[config.mk]
export PLATFORM = sky130hd
export DESIGN_NAME = irqpe_top
export DESIGN_NICKNAME = d
export VERILOG_FILES = /design/src/shared/irqpe_pkg.sv /design/src/hdl/irqpe_top.sv
export SDC_FILE = /design/constraint.sdc
export NUM_CORES = 1
export LEC_CHECK = 0
export CAP_MARGIN = 20
export CORE_UTILIZATION = 50
export DETAILED_ROUTE_END_ITERATION = 6
export DONT_BUFFER_PORTS = 1
export PLACE_DENSITY = 0.67
export SLEW_MARGIN = 15
export SYNTH_ARGS = -nofsm -noshare
export SYNTH_HDL_FRONTEND = slang
export SYNTH_SLANG_ARGS = --single-unit
[constraint.sdc]
create_clock -name sys_clk -period 23.6 [get_ports sys_clk]
set_input_delay 4.72 -clock sys_clk [delete_from_list [all_inputs] [get_ports sys_clk]]
set_output_delay 4.72 -clock sys_clk [all_outputs]
set_load 0.03 [all_outputs]
[src/shared/irqpe_pkg.sv]
// Package of register map, field layout and encodings for the pending and priority block
package irqpe_pkg;

    // Register indices; byte address is four times the index
    localparam logic [11:0] IDX_G0_PRIO_HIGH = 12'h0fc1;
    localparam logic [11:0] IDX_G0_PRIO_LOW = 12'h0fc2;
    localparam logic [11:0] IDX_PORT_A_PEND = 12'h0fc3;
    localparam logic [11:0] IDX_PORT_C_PEND = 12'h0fc6;
    localparam logic [11:0] IDX_IRQ_STATUS = 12'h0fd0;
    localparam logic [11:0] IDX_IRQ_MASK = 12'h0fd1;

    // Reset values
    localparam logic [7:0] RST_G0_PRIO_HIGH = 8'h00;
    localparam logic [7:0] RST_G0_PRIO_LOW = 8'h00;
    localparam logic [7:0] RST_PORT_A_PEND = 8'h00;
    localparam logic [3:0] RST_PORT_C_PEND = 4'h0;
    localparam logic [2:0] RST_IRQ_STATUS = 3'h0;
    localparam logic [2:0] RST_IRQ_MASK = 3'h0;

    // Writable bits of the low enable register: timer1, timer0, rx, tx, converter
    localparam logic [7:0] G0_LOW_WRITABLE = 8'h79;
    localparam int G0_TIMER1_BIT = 6;
    localparam int G0_TIMER0_BIT = 5;
    localparam int G0_SERIAL_RX_BIT = 4;
    localparam int G0_SERIAL_TX_BIT = 3;
    localparam int G0_CONVERTER_BIT = 0;

    // Port A shared slots
    localparam int PA_LOWVOLT_BIT = 7;
    localparam int PA_COMPARATOR_BIT = 6;

    // Source numbering towards the core: group 0, then port A, then port C
    localparam int NUM_SOURCES = 20;
    localparam logic [4:0] SRC_BASE_PORT_A = 5'd8;
    localparam logic [4:0] SRC_BASE_PORT_C = 5'd16;

    // Priority levels
    localparam logic [1:0] LEVEL_DISABLED = 2'b00;
    localparam logic [1:0] LEVEL_1 = 2'b01;
    localparam logic [1:0] LEVEL_2 = 2'b10;
    localparam logic [1:0] LEVEL_3 = 2'b11;

    // Status and mask bit positions
    localparam int ST_PORT_A_EVENT = 0;
    localparam int ST_PORT_C_EVENT = 1;
    localparam int ST_CORE_ACK_EVENT = 2;

    // Bus slave states
    typedef enum logic [1:0] {
        BUS_IDLE = 2'b01,
        BUS_ACK = 2'b10
    } irqpe_bus_state_t;

endpackage

[src/hdl/irqpe_top.sv]
// Pending request latches, group 0 priority enables and request forwarding
`timescale 1ns/1ns
`default_nettype none

// Behaviour
// - A presented source request sets its pending bit to one.
// - With global enable set, forward the best enabled pending request to the core.
// - With global enable clear, forward nothing; pending registers stay readable.
// - Port A bit 7 records pin 7 or low-voltage detector; bits 5..0 record pins 0..5.
// - Port A bit 6 records pin 6 or the comparator.
// - Port C bits 3..0 record requests from port C pins 0..3.
// - Enable pair 00 disabled, 01 level 1, 10 level 2, 11 level 3.
// - Group 0 has separate high and low eight-bit enables, bit x pairs pending bit x.
// - Timer1 bit 6, timer0 bit 5, rx bit 4, tx bit 3, converter bit 0.
// - Reserved bits 7, 2, 1 written zero; read-only in the low enable register.
// - Level 3 beats level 2, level 2 beats level 1, when choosing a request.
// - Core acknowledge clears the source's pending bit until it requests again.
// - Software write of one raises a request, write of zero clears it.
module irqpe_top
    import irqpe_pkg::*;
(
    // Clock and reset
    input wire logic sys_clk,
    input wire logic rst_b,
    // Wishbone slave
    input wire logic wb_cyc_i,
    input wire logic wb_stb_i,
    input wire logic wb_we_i,
    input wire logic [13:0] wb_adr_i,
    input wire logic [3:0] wb_sel_i,
    input wire logic [31:0] wb_dat_i,
    output logic [31:0] wb_dat_o,
    output logic wb_ack_o,
    // Request pulses from sources
    input wire logic [7:0] port_a_pin_pulse,
    input wire logic low_voltage_detector,
    input wire logic comparator_pulse,
    input wire logic [3:0] port_c_pin_pulse,
    // Group 0 pending bits held elsewhere, and enables of the port groups
    input wire logic [7:0] group0_pending_requests,
    input wire logic [7:0] port_a_level_high,
    input wire logic [7:0] port_a_level_low,
    input wire logic [3:0] port_c_level_high,
    input wire logic [3:0] port_c_level_low,
    // Core side
    input wire logic global_enable,
    input wire logic core_ack,
    input wire logic [4:0] core_ack_source,
    output logic core_request,
    output logic [4:0] core_source,
    output logic [1:0] core_level,
    output logic [7:0] group0_ack_clear,
    // Interrupt output
    output logic irq_out
);

    // Decode of an enable pair into a level
    function automatic logic [1:0] level_of(input logic hi, input logic lo);
        level_of = {hi, lo};
    endfunction

    // Write strobe of one mapped register
    function automatic logic write_hit(input logic en, input logic [11:0] idx,
        input logic [11:0] target);
        write_hit = en && (idx == target);
    endfunction

    // Bus state
    irqpe_bus_state_t bus_state;
    irqpe_bus_state_t next_bus_state;
    logic [31:0] next_wb_dat_o;

    // Register state
    // Port C keeps only its four real bits
    logic [7:0] group0_priority_high;
    logic [7:0] group0_priority_low;
    logic [7:0] port_a_pending_requests;
    logic [3:0] port_c_pending_requests;
    logic [2:0] irq_status;
    logic [2:0] irq_mask;
    logic [7:0] next_group0_priority_high;
    logic [7:0] next_group0_priority_low;
    logic [7:0] next_port_a_pending_requests;
    logic [3:0] next_port_c_pending_requests;
    logic [2:0] next_irq_status;
    logic [2:0] next_irq_mask;

    // Presentation state
    logic next_core_request;
    logic [4:0] next_core_source;
    logic [1:0] next_core_level;
    logic [7:0] next_group0_ack_clear;

    // Shared decode
    logic bus_req;
    logic wr_en;
    logic [11:0] reg_idx;
    logic [7:0] pa_set;
    logic [3:0] pc_set;
    logic [NUM_SOURCES-1:0] ack_vec;
    logic [NUM_SOURCES-1:0] all_pend;
    logic [NUM_SOURCES-1:0] all_hi;
    logic [NUM_SOURCES-1:0] all_lo;

    // Request is taken on the first cycle only; ack rises the cycle after, for one cycle
    // The ack cycle is never taken as a second request
    assign bus_req = wb_cyc_i && wb_stb_i && (bus_state == BUS_IDLE);
    assign wr_en = bus_req && wb_we_i && wb_sel_i[0];
    assign reg_idx = wb_adr_i[13:2];

    // Shared slots are ORed so either source lands in the same bit
    always_comb begin
        pa_set = port_a_pin_pulse;
        pa_set[PA_LOWVOLT_BIT] = port_a_pin_pulse[PA_LOWVOLT_BIT] | low_voltage_detector;
        pa_set[PA_COMPARATOR_BIT] = port_a_pin_pulse[PA_COMPARATOR_BIT] | comparator_pulse;
        pc_set = port_c_pin_pulse;
    end

    // One-hot of the acknowledged source
    // Out-of-range numbers are dropped rather than wrapped onto a real source
    always_comb begin
        ack_vec = '0;
        if (core_ack && (core_ack_source < 5'(NUM_SOURCES))) begin
            ack_vec[core_ack_source] = 1'b1;
        end
    end

    // Flattened view of every source
    assign all_pend = {port_c_pending_requests, port_a_pending_requests, group0_pending_requests};
    assign all_hi = {port_c_level_high, port_a_level_high, group0_priority_high};
    assign all_lo = {port_c_level_low, port_a_level_low, group0_priority_low};

    // Bus state and read data
    // Only byte lane 0 carries data; reads zero-fill the rest
    always_comb begin
        next_bus_state = BUS_IDLE;
        next_wb_dat_o = wb_dat_o;
        unique case (bus_state)
            BUS_IDLE: begin
                if (bus_req) begin
                    next_bus_state = BUS_ACK;
                    next_wb_dat_o = '0;
                    if (!wb_we_i) begin
                        // Unmapped addresses read as zero
                        unique case (reg_idx)
                            IDX_G0_PRIO_HIGH: next_wb_dat_o[7:0] = group0_priority_high;
                            IDX_G0_PRIO_LOW: next_wb_dat_o[7:0] = group0_priority_low;
                            IDX_PORT_A_PEND: next_wb_dat_o[7:0] = port_a_pending_requests;
                            IDX_PORT_C_PEND: next_wb_dat_o[3:0] = port_c_pending_requests;
                            IDX_IRQ_STATUS: next_wb_dat_o[2:0] = irq_status;
                            IDX_IRQ_MASK: next_wb_dat_o[2:0] = irq_mask;
                            default: next_wb_dat_o = '0;
                        endcase
                    end
                end
            end
            BUS_ACK: begin
                next_bus_state = BUS_IDLE;
            end
        endcase
    end

    // Bus flops
    always_ff @(posedge sys_clk) begin
        if (!rst_b) begin
            bus_state <= BUS_IDLE;
            wb_dat_o <= '0;
        end else begin
            bus_state <= next_bus_state;
            wb_dat_o <= next_wb_dat_o;
        end
    end

    // Acknowledge is given in the cycle after the request is taken
    assign wb_ack_o = (bus_state == BUS_ACK);

    // Enable registers; reserved low bits never take a write
    always_comb begin
        next_group0_priority_high = group0_priority_high;
        next_group0_priority_low = group0_priority_low;
        next_irq_mask = irq_mask;
        // High register keeps reserved bits as written; software keeps them zero
        if (write_hit(wr_en, reg_idx, IDX_G0_PRIO_HIGH)) begin
            next_group0_priority_high = wb_dat_i[7:0];
        end
        if (write_hit(wr_en, reg_idx, IDX_G0_PRIO_LOW)) begin
            next_group0_priority_low = wb_dat_i[7:0] & G0_LOW_WRITABLE;
        end
        if (write_hit(wr_en, reg_idx, IDX_IRQ_MASK)) begin
            next_irq_mask = wb_dat_i[2:0];
        end
    end

    // Enable and mask flops
    always_ff @(posedge sys_clk) begin
        if (!rst_b) begin
            group0_priority_high <= RST_G0_PRIO_HIGH;
            group0_priority_low <= RST_G0_PRIO_LOW;
            irq_mask <= RST_IRQ_MASK;
        end else begin
            group0_priority_high <= next_group0_priority_high;
            group0_priority_low <= next_group0_priority_low;
            irq_mask <= next_irq_mask;
        end
    end

    // Pending bits: write replaces, ack clears, a fresh request always wins
    always_comb begin
        next_port_a_pending_requests = port_a_pending_requests & ~ack_vec[15:8];
        next_port_c_pending_requests = port_c_pending_requests & ~ack_vec[19:16];
        if (write_hit(wr_en, reg_idx, IDX_PORT_A_PEND)) begin
            next_port_a_pending_requests = wb_dat_i[7:0];
        end
        if (write_hit(wr_en, reg_idx, IDX_PORT_C_PEND)) begin
            // Upper bits are expected zero and are not stored
            next_port_c_pending_requests = wb_dat_i[3:0];
        end
        // Applied last, so a request never gets lost to a racing clear
        next_port_a_pending_requests = next_port_a_pending_requests | pa_set;
        next_port_c_pending_requests = next_port_c_pending_requests | pc_set;
    end

    // Pending flops
    always_ff @(posedge sys_clk) begin
        if (!rst_b) begin
            port_a_pending_requests <= RST_PORT_A_PEND;
            port_c_pending_requests <= RST_PORT_C_PEND;
        end else begin
            port_a_pending_requests <= next_port_a_pending_requests;
            port_c_pending_requests <= next_port_c_pending_requests;
        end
    end

    // Arbitration: highest level first, lowest source number within a level
    // Limitation: fixed order in a level, a busy low number can starve others
    always_comb begin
        logic [1:0] lvl;
        lvl = LEVEL_DISABLED;
        next_core_source = '0;
        next_core_level = LEVEL_DISABLED;
        // Strict compare keeps the lowest source number within a level
        for (int i = 0; i < NUM_SOURCES; i++) begin
            lvl = level_of(all_hi[i], all_lo[i]);
            // Disabled pairs never compete, the pending bit is left alone
            if (all_pend[i] && lvl != LEVEL_DISABLED && lvl > next_core_level) begin
                next_core_level = lvl;
                next_core_source = 5'(i);
            end
        end
        // Nothing goes out while interrupts are globally off
        next_core_request = global_enable && (next_core_level != LEVEL_DISABLED);
        if (!next_core_request) begin
            next_core_level = LEVEL_DISABLED;
            next_core_source = '0;
        end
        // Group 0 bits live outside, so their clear leaves as a pulse
        next_group0_ack_clear = ack_vec[7:0];
    end

    // Registered so the core only ever sees settled values
    always_ff @(posedge sys_clk) begin
        if (!rst_b) begin
            core_request <= 1'b0;
            core_source <= '0;
            core_level <= LEVEL_DISABLED;
            group0_ack_clear <= '0;
        end else begin
            core_request <= next_core_request;
            core_source <= next_core_source;
            core_level <= next_core_level;
            group0_ack_clear <= next_group0_ack_clear;
        end
    end

    // Sticky status, write one to clear, a new event wins over the clear
    // Status only records events; requests travel on the pending path
    always_comb begin
        next_irq_status = irq_status;
        if (write_hit(wr_en, reg_idx, IDX_IRQ_STATUS)) begin
            next_irq_status = irq_status & ~wb_dat_i[2:0];
        end
        next_irq_status[ST_PORT_A_EVENT] = next_irq_status[ST_PORT_A_EVENT] | (|pa_set);
        next_irq_status[ST_PORT_C_EVENT] = next_irq_status[ST_PORT_C_EVENT] | (|pc_set);
        next_irq_status[ST_CORE_ACK_EVENT] = next_irq_status[ST_CORE_ACK_EVENT] | (|ack_vec);
    end

    // Status flops
    always_ff @(posedge sys_clk) begin
        if (!rst_b) begin
            irq_status <= RST_IRQ_STATUS;
        end else begin
            irq_status <= next_irq_status;
        end
    end

    // Level output while any unmasked status bit stands
    // Built from flops only, so bus decode cannot glitch it
    assign irq_out = |(irq_status & irq_mask);

endmodule // irqpe_top

`default_nettype wire

==> metrics, run 1 <==
Fmax achieved 0.0434 GHz; Vias 4106; Multi-input gate area 2850 um2; CORE AREA 7730 um2; number of distinct library cells after synthesis 62; Sw Ratio 35.7%; worst-path fanout max 5; status finished, violations left; largest net degree at the start of global routing 22; pwr dens 58.8 nW/um2; CTS Sinks 57; Period Utilization, post-route 97.5%; Hold Crit Start irq_status[2]; placed cell count 642; # fillers 720; GRT Total Usage 26.3%; Worst VDD drop 0.0308 mV; number of global-route vias before repair 3674; Post-Route Setup TNS 0 ns; sequential cell fraction of total power 39.6%; reg-to-reg startpoint group0_priority_high[1]; setup violators final 0; Final Hold Vio Count 0; Buf/Inv on CP 4; H-Tree Depth 3; Initial Utilization 51.9%; Register Area 1140 um2; Worst path slowest cell or4_4; die extent in y 91.6 um; 1st-pass router iterations 7; Top FF cell, synth dfxtp_1; worst slew pin tran 0.711 ns; failing checks design-rule violations; Clock power frac 28.9%; Hold Crit Class flip-flop to flip-flop; Vias per Instance 6.02; post-route insts no fill 682; Worst-Skew Late Latency 0.34 ns; combinational share of power 31.5%; n_diodes 0; Post-synth EDFFs 0; Critical path origin group0_pending_requests[1]; count of port buffers added during placement 0; MaxCap Viol Count 0; final wirelength 11700 um; ratio of cells with drive above 1 in the final layout 20.3%; Rows 32; Final ANT Viol Nets 0; Lkg Pwr 1.86 nW; FFs w/ async S/R, synth 0%; yosys synthesis warning count 0; DP HPWL 8540 um; critical path type input pin to flip-flop; Placer Congestion 0.905; cells after synthesis 545; total CTS buffers 9; CP required 23.83 ns; hold buffers post-CTS 0; clock skew 0.00920 ns; clock root buffer clkbuf_8; first-pass GRT wire length 17400 um; nets 700; sequential fraction of the synthesis area 28.4%; Initial DRC Count 216; CTS Buffer Depth 2; clk slew on worst S/H paths 0.07 ns; initial antenna violation count 0; CP delay by family, top compound AO/OA/AOI/OAI gates; Synth Register Bits 57; TritonCTS clock tree done; min Tclk post-route 23.02 ns; DIE WIDTH 91.6 um; IO Pins 158; final slew viol count 0; WL per Instance 17.1 um; gr ovfl total 0; CP startpoint kind input pin; slowest cell delay on critical path 0.55 ns; Worst slew margin 52.5%; Pint 0.000175 W; Area growth syn-to-layout 15.5%; average size of a mapped cell 7.36 um2; Sw Pwr 0.0000974 W; DIE AREA 8390 um2; synthesized cell area 4010 um2; post-route DRC violation count 1; worst path arrival time 23.25 ns; Hold WS 0.481 ns; Most Frequent Cell on Critical Path ha_1; crit path capture type flip-flop; Core Util, Final 60.0%
## final timing paths
| check | endpoint | slack, ns | cells past startpoint |
|---|---|---|---|
| setup / recovery | core_source[0] | 0.58 | 105 |
| hold / removal | irq_status[2] | 0.48 | 2 |
| setup reg to reg | core_source[0] | 4.45 | 105 |
| hold reg to reg | irq_status[2] | 0.48 | 2 |
## power by group through the flow
| stage | sequential (W) | clock [W] | combinational (W) |
|---|---|---|---|
| 6_report | 0.000108 | 0.0000789 | 0.0000859 |
| 5_1_grt | 0.000108 | 0.0000840 | 0.0000940 |
| 4_1_cts | 0.000108 | 0.0000800 | 0.0000630 |
| 3_5_place_dp | 0.000110 | 0 | 0.0000621 |
| 3_3_place_gp | 0.000110 | 0 | 0.0000599 |
| 2_1_floorplan | 0.000108 | 0 | 0.0000556 |
## worst register-to-register path: cells and delay by family (launching register included)
| family | cells | cell delay, ns |
|---|---|---|
| compound gates | 45 | 7.74 |
| mux | 2 | 0.52 |
| buf+inv | 4 | 0.26 |
| flops | 1 | 0.45 |
| fa+ha+maj | 18 | 4.99 |
| simple gates | 36 | 5.05 |
## timing repair
| item | 4_1_cts | 5_1_grt |
|---|---|---|
| cloned | 0 | 0 |
| pin swaps | 0 | 42 |
| endpoints found under the setup margin | 6 | 8 |
| endpoints found under the hold margin | 0 | 0 |
| setup buffers | 0 | 23 |
| gates resized for setup | 4 | 58 |
## metal layers
layer | GRT usage [%] | vias to the layer above | part of all wire, %
met5 | 0 | - | 0
met4 | 12.4 | 0 | 2.7
met3 | 6.70 | 26 | 8.4
met2 | 43.4 | 182 | 48
met1 | 31.9 | 1920 | 40
li1 | - | 1978 | -
## per-stage QoR
stage | cell area (um2) | setup slack [ns] | total power (W)
4_1_cts | 4240 | 0.0113 | 0.000251
3_3_place_gp | 4050 | -0.0605 | 0.000170
6_report | 4630 | 0.582 | 0.000273
5_1_grt | 4630 | -0.536 | 0.000286
2_1_floorplan | 4100 | 0.839 | 0.000163
3_5_place_dp | 4060 | -0.484 | 0.000172
## Yosys cell counts (all sizes together), types with 2 or more instances
| master | number | share of area [%] |
|---|---|---|
| buf | 24 | 4.5 |
| mux2i | 15 | 3.7 |
| a31o | 3 | 0.66 |
| o31ai | 5 | 1.1 |
| nor3 | 4 | 0.62 |
| nor4 | 4 | 0.78 |
| a31oi | 10 | 1.6 |
| o22ai | 2 | 0.31 |
| nand2 | 71 | 6.6 |
| a32o | 2 | 0.50 |
| dfxtp | 57 | 28 |
| nor3b | 3 | 0.56 |
| nand3 | 18 | 2.2 |
| a32oi | 3 | 0.66 |
| ha | 17 | 5.3 |
| a21oi | 38 | 4.8 |
| o211ai | 3 | 0.56 |
| nand4b | 5 | 1.1 |
| and3 | 3 | 0.47 |
| a21o | 2 | 0.37 |
| o21ai | 26 | 3.2 |
| a22oi | 7 | 1.3 |
| clkbuf | 11 | 1.0 |
| a221oi | 3 | 1.1 |
| a22o | 2 | 0.44 |
| o21a | 3 | 0.59 |
| nand4 | 12 | 2.2 |
| inv | 28 | 2.6 |
| o31a | 2 | 0.44 |
| a21boi | 2 | 0.37 |
| a211oi | 8 | 1.6 |
| nor2 | 103 | 9.6 |
| or2 | 5 | 0.78 |
| or3 | 2 | 0.31 |
| a222oi | 9 | 2.2 |
| nand3b | 2 | 0.37 |
| a211o | 2 | 0.44 |
| maj3 | 2 | 0.50 |
| and2 | 11 | 1.7 |
| and4 | 2 | 0.44 |
| o211a | 2 | 0.50 |
## cell type report
class | instances | share of cell area, %
well taps | 102 | 2.75
repair buffers | 31 | 5.13
clock inverters | 7 | 0.999
clock buffers | 9 | 2.67
multi-input cells | 448 | 61.6
flip-flops and latches | 57 | 24.6
inverters | 28 | 2.27
## placed cells by master (no fill, tap or decap), drive strengths merged, types with 15 or more instances in the layout
cell,n
nor2,103
conb,24
mux2i,15
o21ai,26
inv,29
dfxtp,57
a21oi,38
nand3,18
nand2,71
ha,17
buf,30
## state kept, by name, indices dropped and copies added (netlist names), 3 cells and up
signal	count
irq_mask	3
group0_priority_low	5
core_source	5
irq_status	3
group0_ack_clear	8
group0_priority_high	8
wb_dat_o	8
port_c_pending_requests	4
port_a_pending_requests	8
## cell families after synthesis
group / count (synthesis) / synth area share [%]
multiplexers: 16 / 4.02
buffers and inverters: 63 / 8.14
AND/OR/NAND/NOR: 250 / 29.0
flip-flops: 57 / 28.4
AO/OA/AOI/OAI: 139 / 24.5
adder cells (fa/ha/maj): 19 / 5.80
other: 1 / 0.0935
Power figures use the tool's default switching activity.
==> run 2, diff against run 1 <==
Settings changed: ABC_AREA set to 1.
==> run 2 against run 1 <==
Net effect:
- die area is 0.88% lower
- via count shrank 6.7%
- final area down 9.3%
- register-to-register slack better by 3.2 ns
- highest routed layer unchanged
- the run now ends clean
==> metrics, run 2 <==
status completed; crit path capture type flip-flop; most common library cell in the layout ignoring fill and taps nand2_1; most frequent cells in the layout 143 x nand2_1, 102 x inv_1, 71 x nor2_1, 57 x dfxtp_1, 39 x nand3_1; sequential fraction of the synthesis area 28.7%; clock root buffer clkbuf_8; worst path arrival time 20.12 ns; number of distinct library cells after synthesis 43; Worst path slowest cell a21oi_1; setup violators final 0; final wirelength 10200 um; number of global-route vias before repair 3745; post-synthesis compound-gate area fraction 17.1%; most frequent cell after synthesis nand2_1; FF-to-FF path depth 114; Initial DRC Count 215; min Tclk post-route 19.91 ns; DP HPWL 8250 um; reg-to-reg startpoint group0_priority_high[0]; Rows 32; CTS Sinks 57; synthesized cell area 3980 um2; DIE AREA 8310 um2; xor and xnor area share after synthesis 0%; worst slew pin tran 0.896 ns; H-Tree Depth 3; total CTS buffers 9; mux share of post-synthesis cell area 0%; DIE WIDTH 91.2 um; CP delay by family, top simple AND/OR/NAND/NOR gates; clock skew 0.00619 ns; MaxCap Viol Count 0; post-route insts no fill 728; simple-gate share of the synthesized area 33.9%; Worst R2R Setup Slack 7.64 ns; GRT Total Usage 25.6%; combinational family with the most area after synthesis simple AND/OR/NAND/NOR gates; clk slew on worst S/H paths 0.06 ns; Post-Route Setup TNS 0 ns; slowest cell delay on critical path 0.34 ns; die extent in y 91.2 um; count of port buffers added during placement 0; Hold Crit Class flip-flop to flip-flop; Fmax achieved 0.0502 GHz; Post-CTS Setup Repair Bufs 0; CP startpoint kind input pin; Placer Congestion 0.884; R2R Path End core_source[4]; cells after synthesis 616; RSZ-0062 raised after global routing no; most instantiated cells after synthesis 143 x nand2_1, 102 x inv_1, 71 x nor2_1; Pwr Total 0.000254 W; Critical path origin group0_pending_requests[1]; yosys synthesis warning count 0; average size of a mapped cell 6.45 um2; top-area cell type share of the netlist area 28.7%; initial antenna violation count 0; largest area contributor in the netlist dfxtp_1; Worst VDD drop 0.0561 mV; Final ANT Viol Nets 0; TritonCTS clock tree done; final slew viol count 0; critical path type input pin to flip-flop; Synth Area in Adders 5.35%; gr ovfl total 0; Vias 3829; CORE AREA 7730 um2; Worst-Skew Late Latency 0.33 ns; largest net degree at the start of global routing 42; WL per Instance 14.0 um; FFs w/ async S/R, synth 0%; WP depth 114; top cells by area, synth dfxtp_1 29%, nand2_1 14%, inv_1 9.6%; ratio of cells with drive above 1 in the final layout 6.39%; Worst slew margin 40.0%; worst slack, placed 3.50 ns; 1st-pass router iterations 4; Lkg Pwr 2.12 nW; # fillers 773; Vias per Instance 5.26; placed cell count 712; Final Worst Setup Slack 3.69 ns; worst-path fanout max 5; post_cts resized 0; Synth Register Bits 57; Buf/Inv on CP 12; hold buffers post-CTS 0; CTS Buffer Depth 2; Area growth syn-to-layout 5.70%; pwr dens 60.4 nW/um2; CP required 23.82 ns; Top FF cell, synth dfxtp_1; critical path endpoint core_source[4]; Most Frequent Cell on Critical Path nand2_1; first-pass GRT wire length 17000 um; Initial Utilization 51.4%; Final Hold Vio Count 0; Post-synth EDFFs 0; IO Pins 158; Period Utilization, post-route 84.3%; n_diodes 0; nets 746; post-route DRC violation count 0
## run 2: cell count changes in the layout (fill, tap and decap cells not counted), moves of 7 or more
| cell | delta |
|---|---|
| nand2_1 | +78 |
| inv_1 | +75 |
| buf_4 | -28 |
| nand3_1 | +21 |
| nor2_1 | -16 |
| mux2i_1 | -15 |
| nor2_2 | -14 |
| nor3_1 | +12 |
| a211oi_1 | +10 |
| a21oi_1 | -10 |
| a222oi_1 | -9 |
| a22oi_1 | -7 |
## run 2: worst reg2reg max path: cells and delay by family, from the launching register on
kind,cells,cell delay [ns]
and+or+nand+nor,73,7.89
adders and majority gates,16,3.98
AOI/OAI and AO/OA,13,2.58
buffers and inverters,12,0.91
DFF,1,0.42
## run 2: cell type report
class	count	area, um2	area share, %
flip-flops and latches	57	1140	27.2
inverters	104	390	9.29
clock buffers	14	173	4.11
well taps	102	128	3.04
multi-input cells	448	2330	55.4
repair buffers	1	7.51	0.179
clock inverters	2	35.0	0.834
## run 2: through the flow
step	hold slack, ns	util (%)	area [um2]
after floorplan	0.451	-	4060
after global placement	0.465	51.7	3990
after detailed placement	0.475	51.7	3990
after CTS	0.482	54.4	4200
after global routing	0.512	54.4	4200
final	0.477	54.4	4200
## run 2: cell families (layout without fill, tap and decap cells)
group | Yosys count | in the layout
AOI/OAI and AO/OA | 100 | 100
and+or+nand+nor | 307 | 307
buffers and inverters | 134 | 121
adders and majority gates | 17 | 17
other | 1 | 24
DFF | 57 | 57
## run 2: routing by layer
metal,up-vias,share of wire [%],track usage [%]
li1,1987,-,-
met1,1692,43,30.7
met4,0,1.9,9.39
met5,-,0,0
met3,18,8.0,6.37
met2,132,47,44.1
## run 2: power by group
group / switching [W] / internal [W]
clock: 0.0000381 / 0.0000573
combinational: 0.0000344 / 0.0000176
sequential: 0.00000629 / 0.000100
## run 2: worst min-delay path by stage
stage,cells after the start,from,end,slack (ns)
finish,2,irq_status[0],irq_status[0],0.48
global route,2,irq_status[0],irq_status[0],0.51
CTS,2,irq_status[1],irq_status[1],0.48
detailed placement,2,irq_status[1],irq_status[1],0.48
global placement,2,irq_status[1],irq_status[1],0.46
floorplan,2,irq_status[0],irq_status[0],0.45
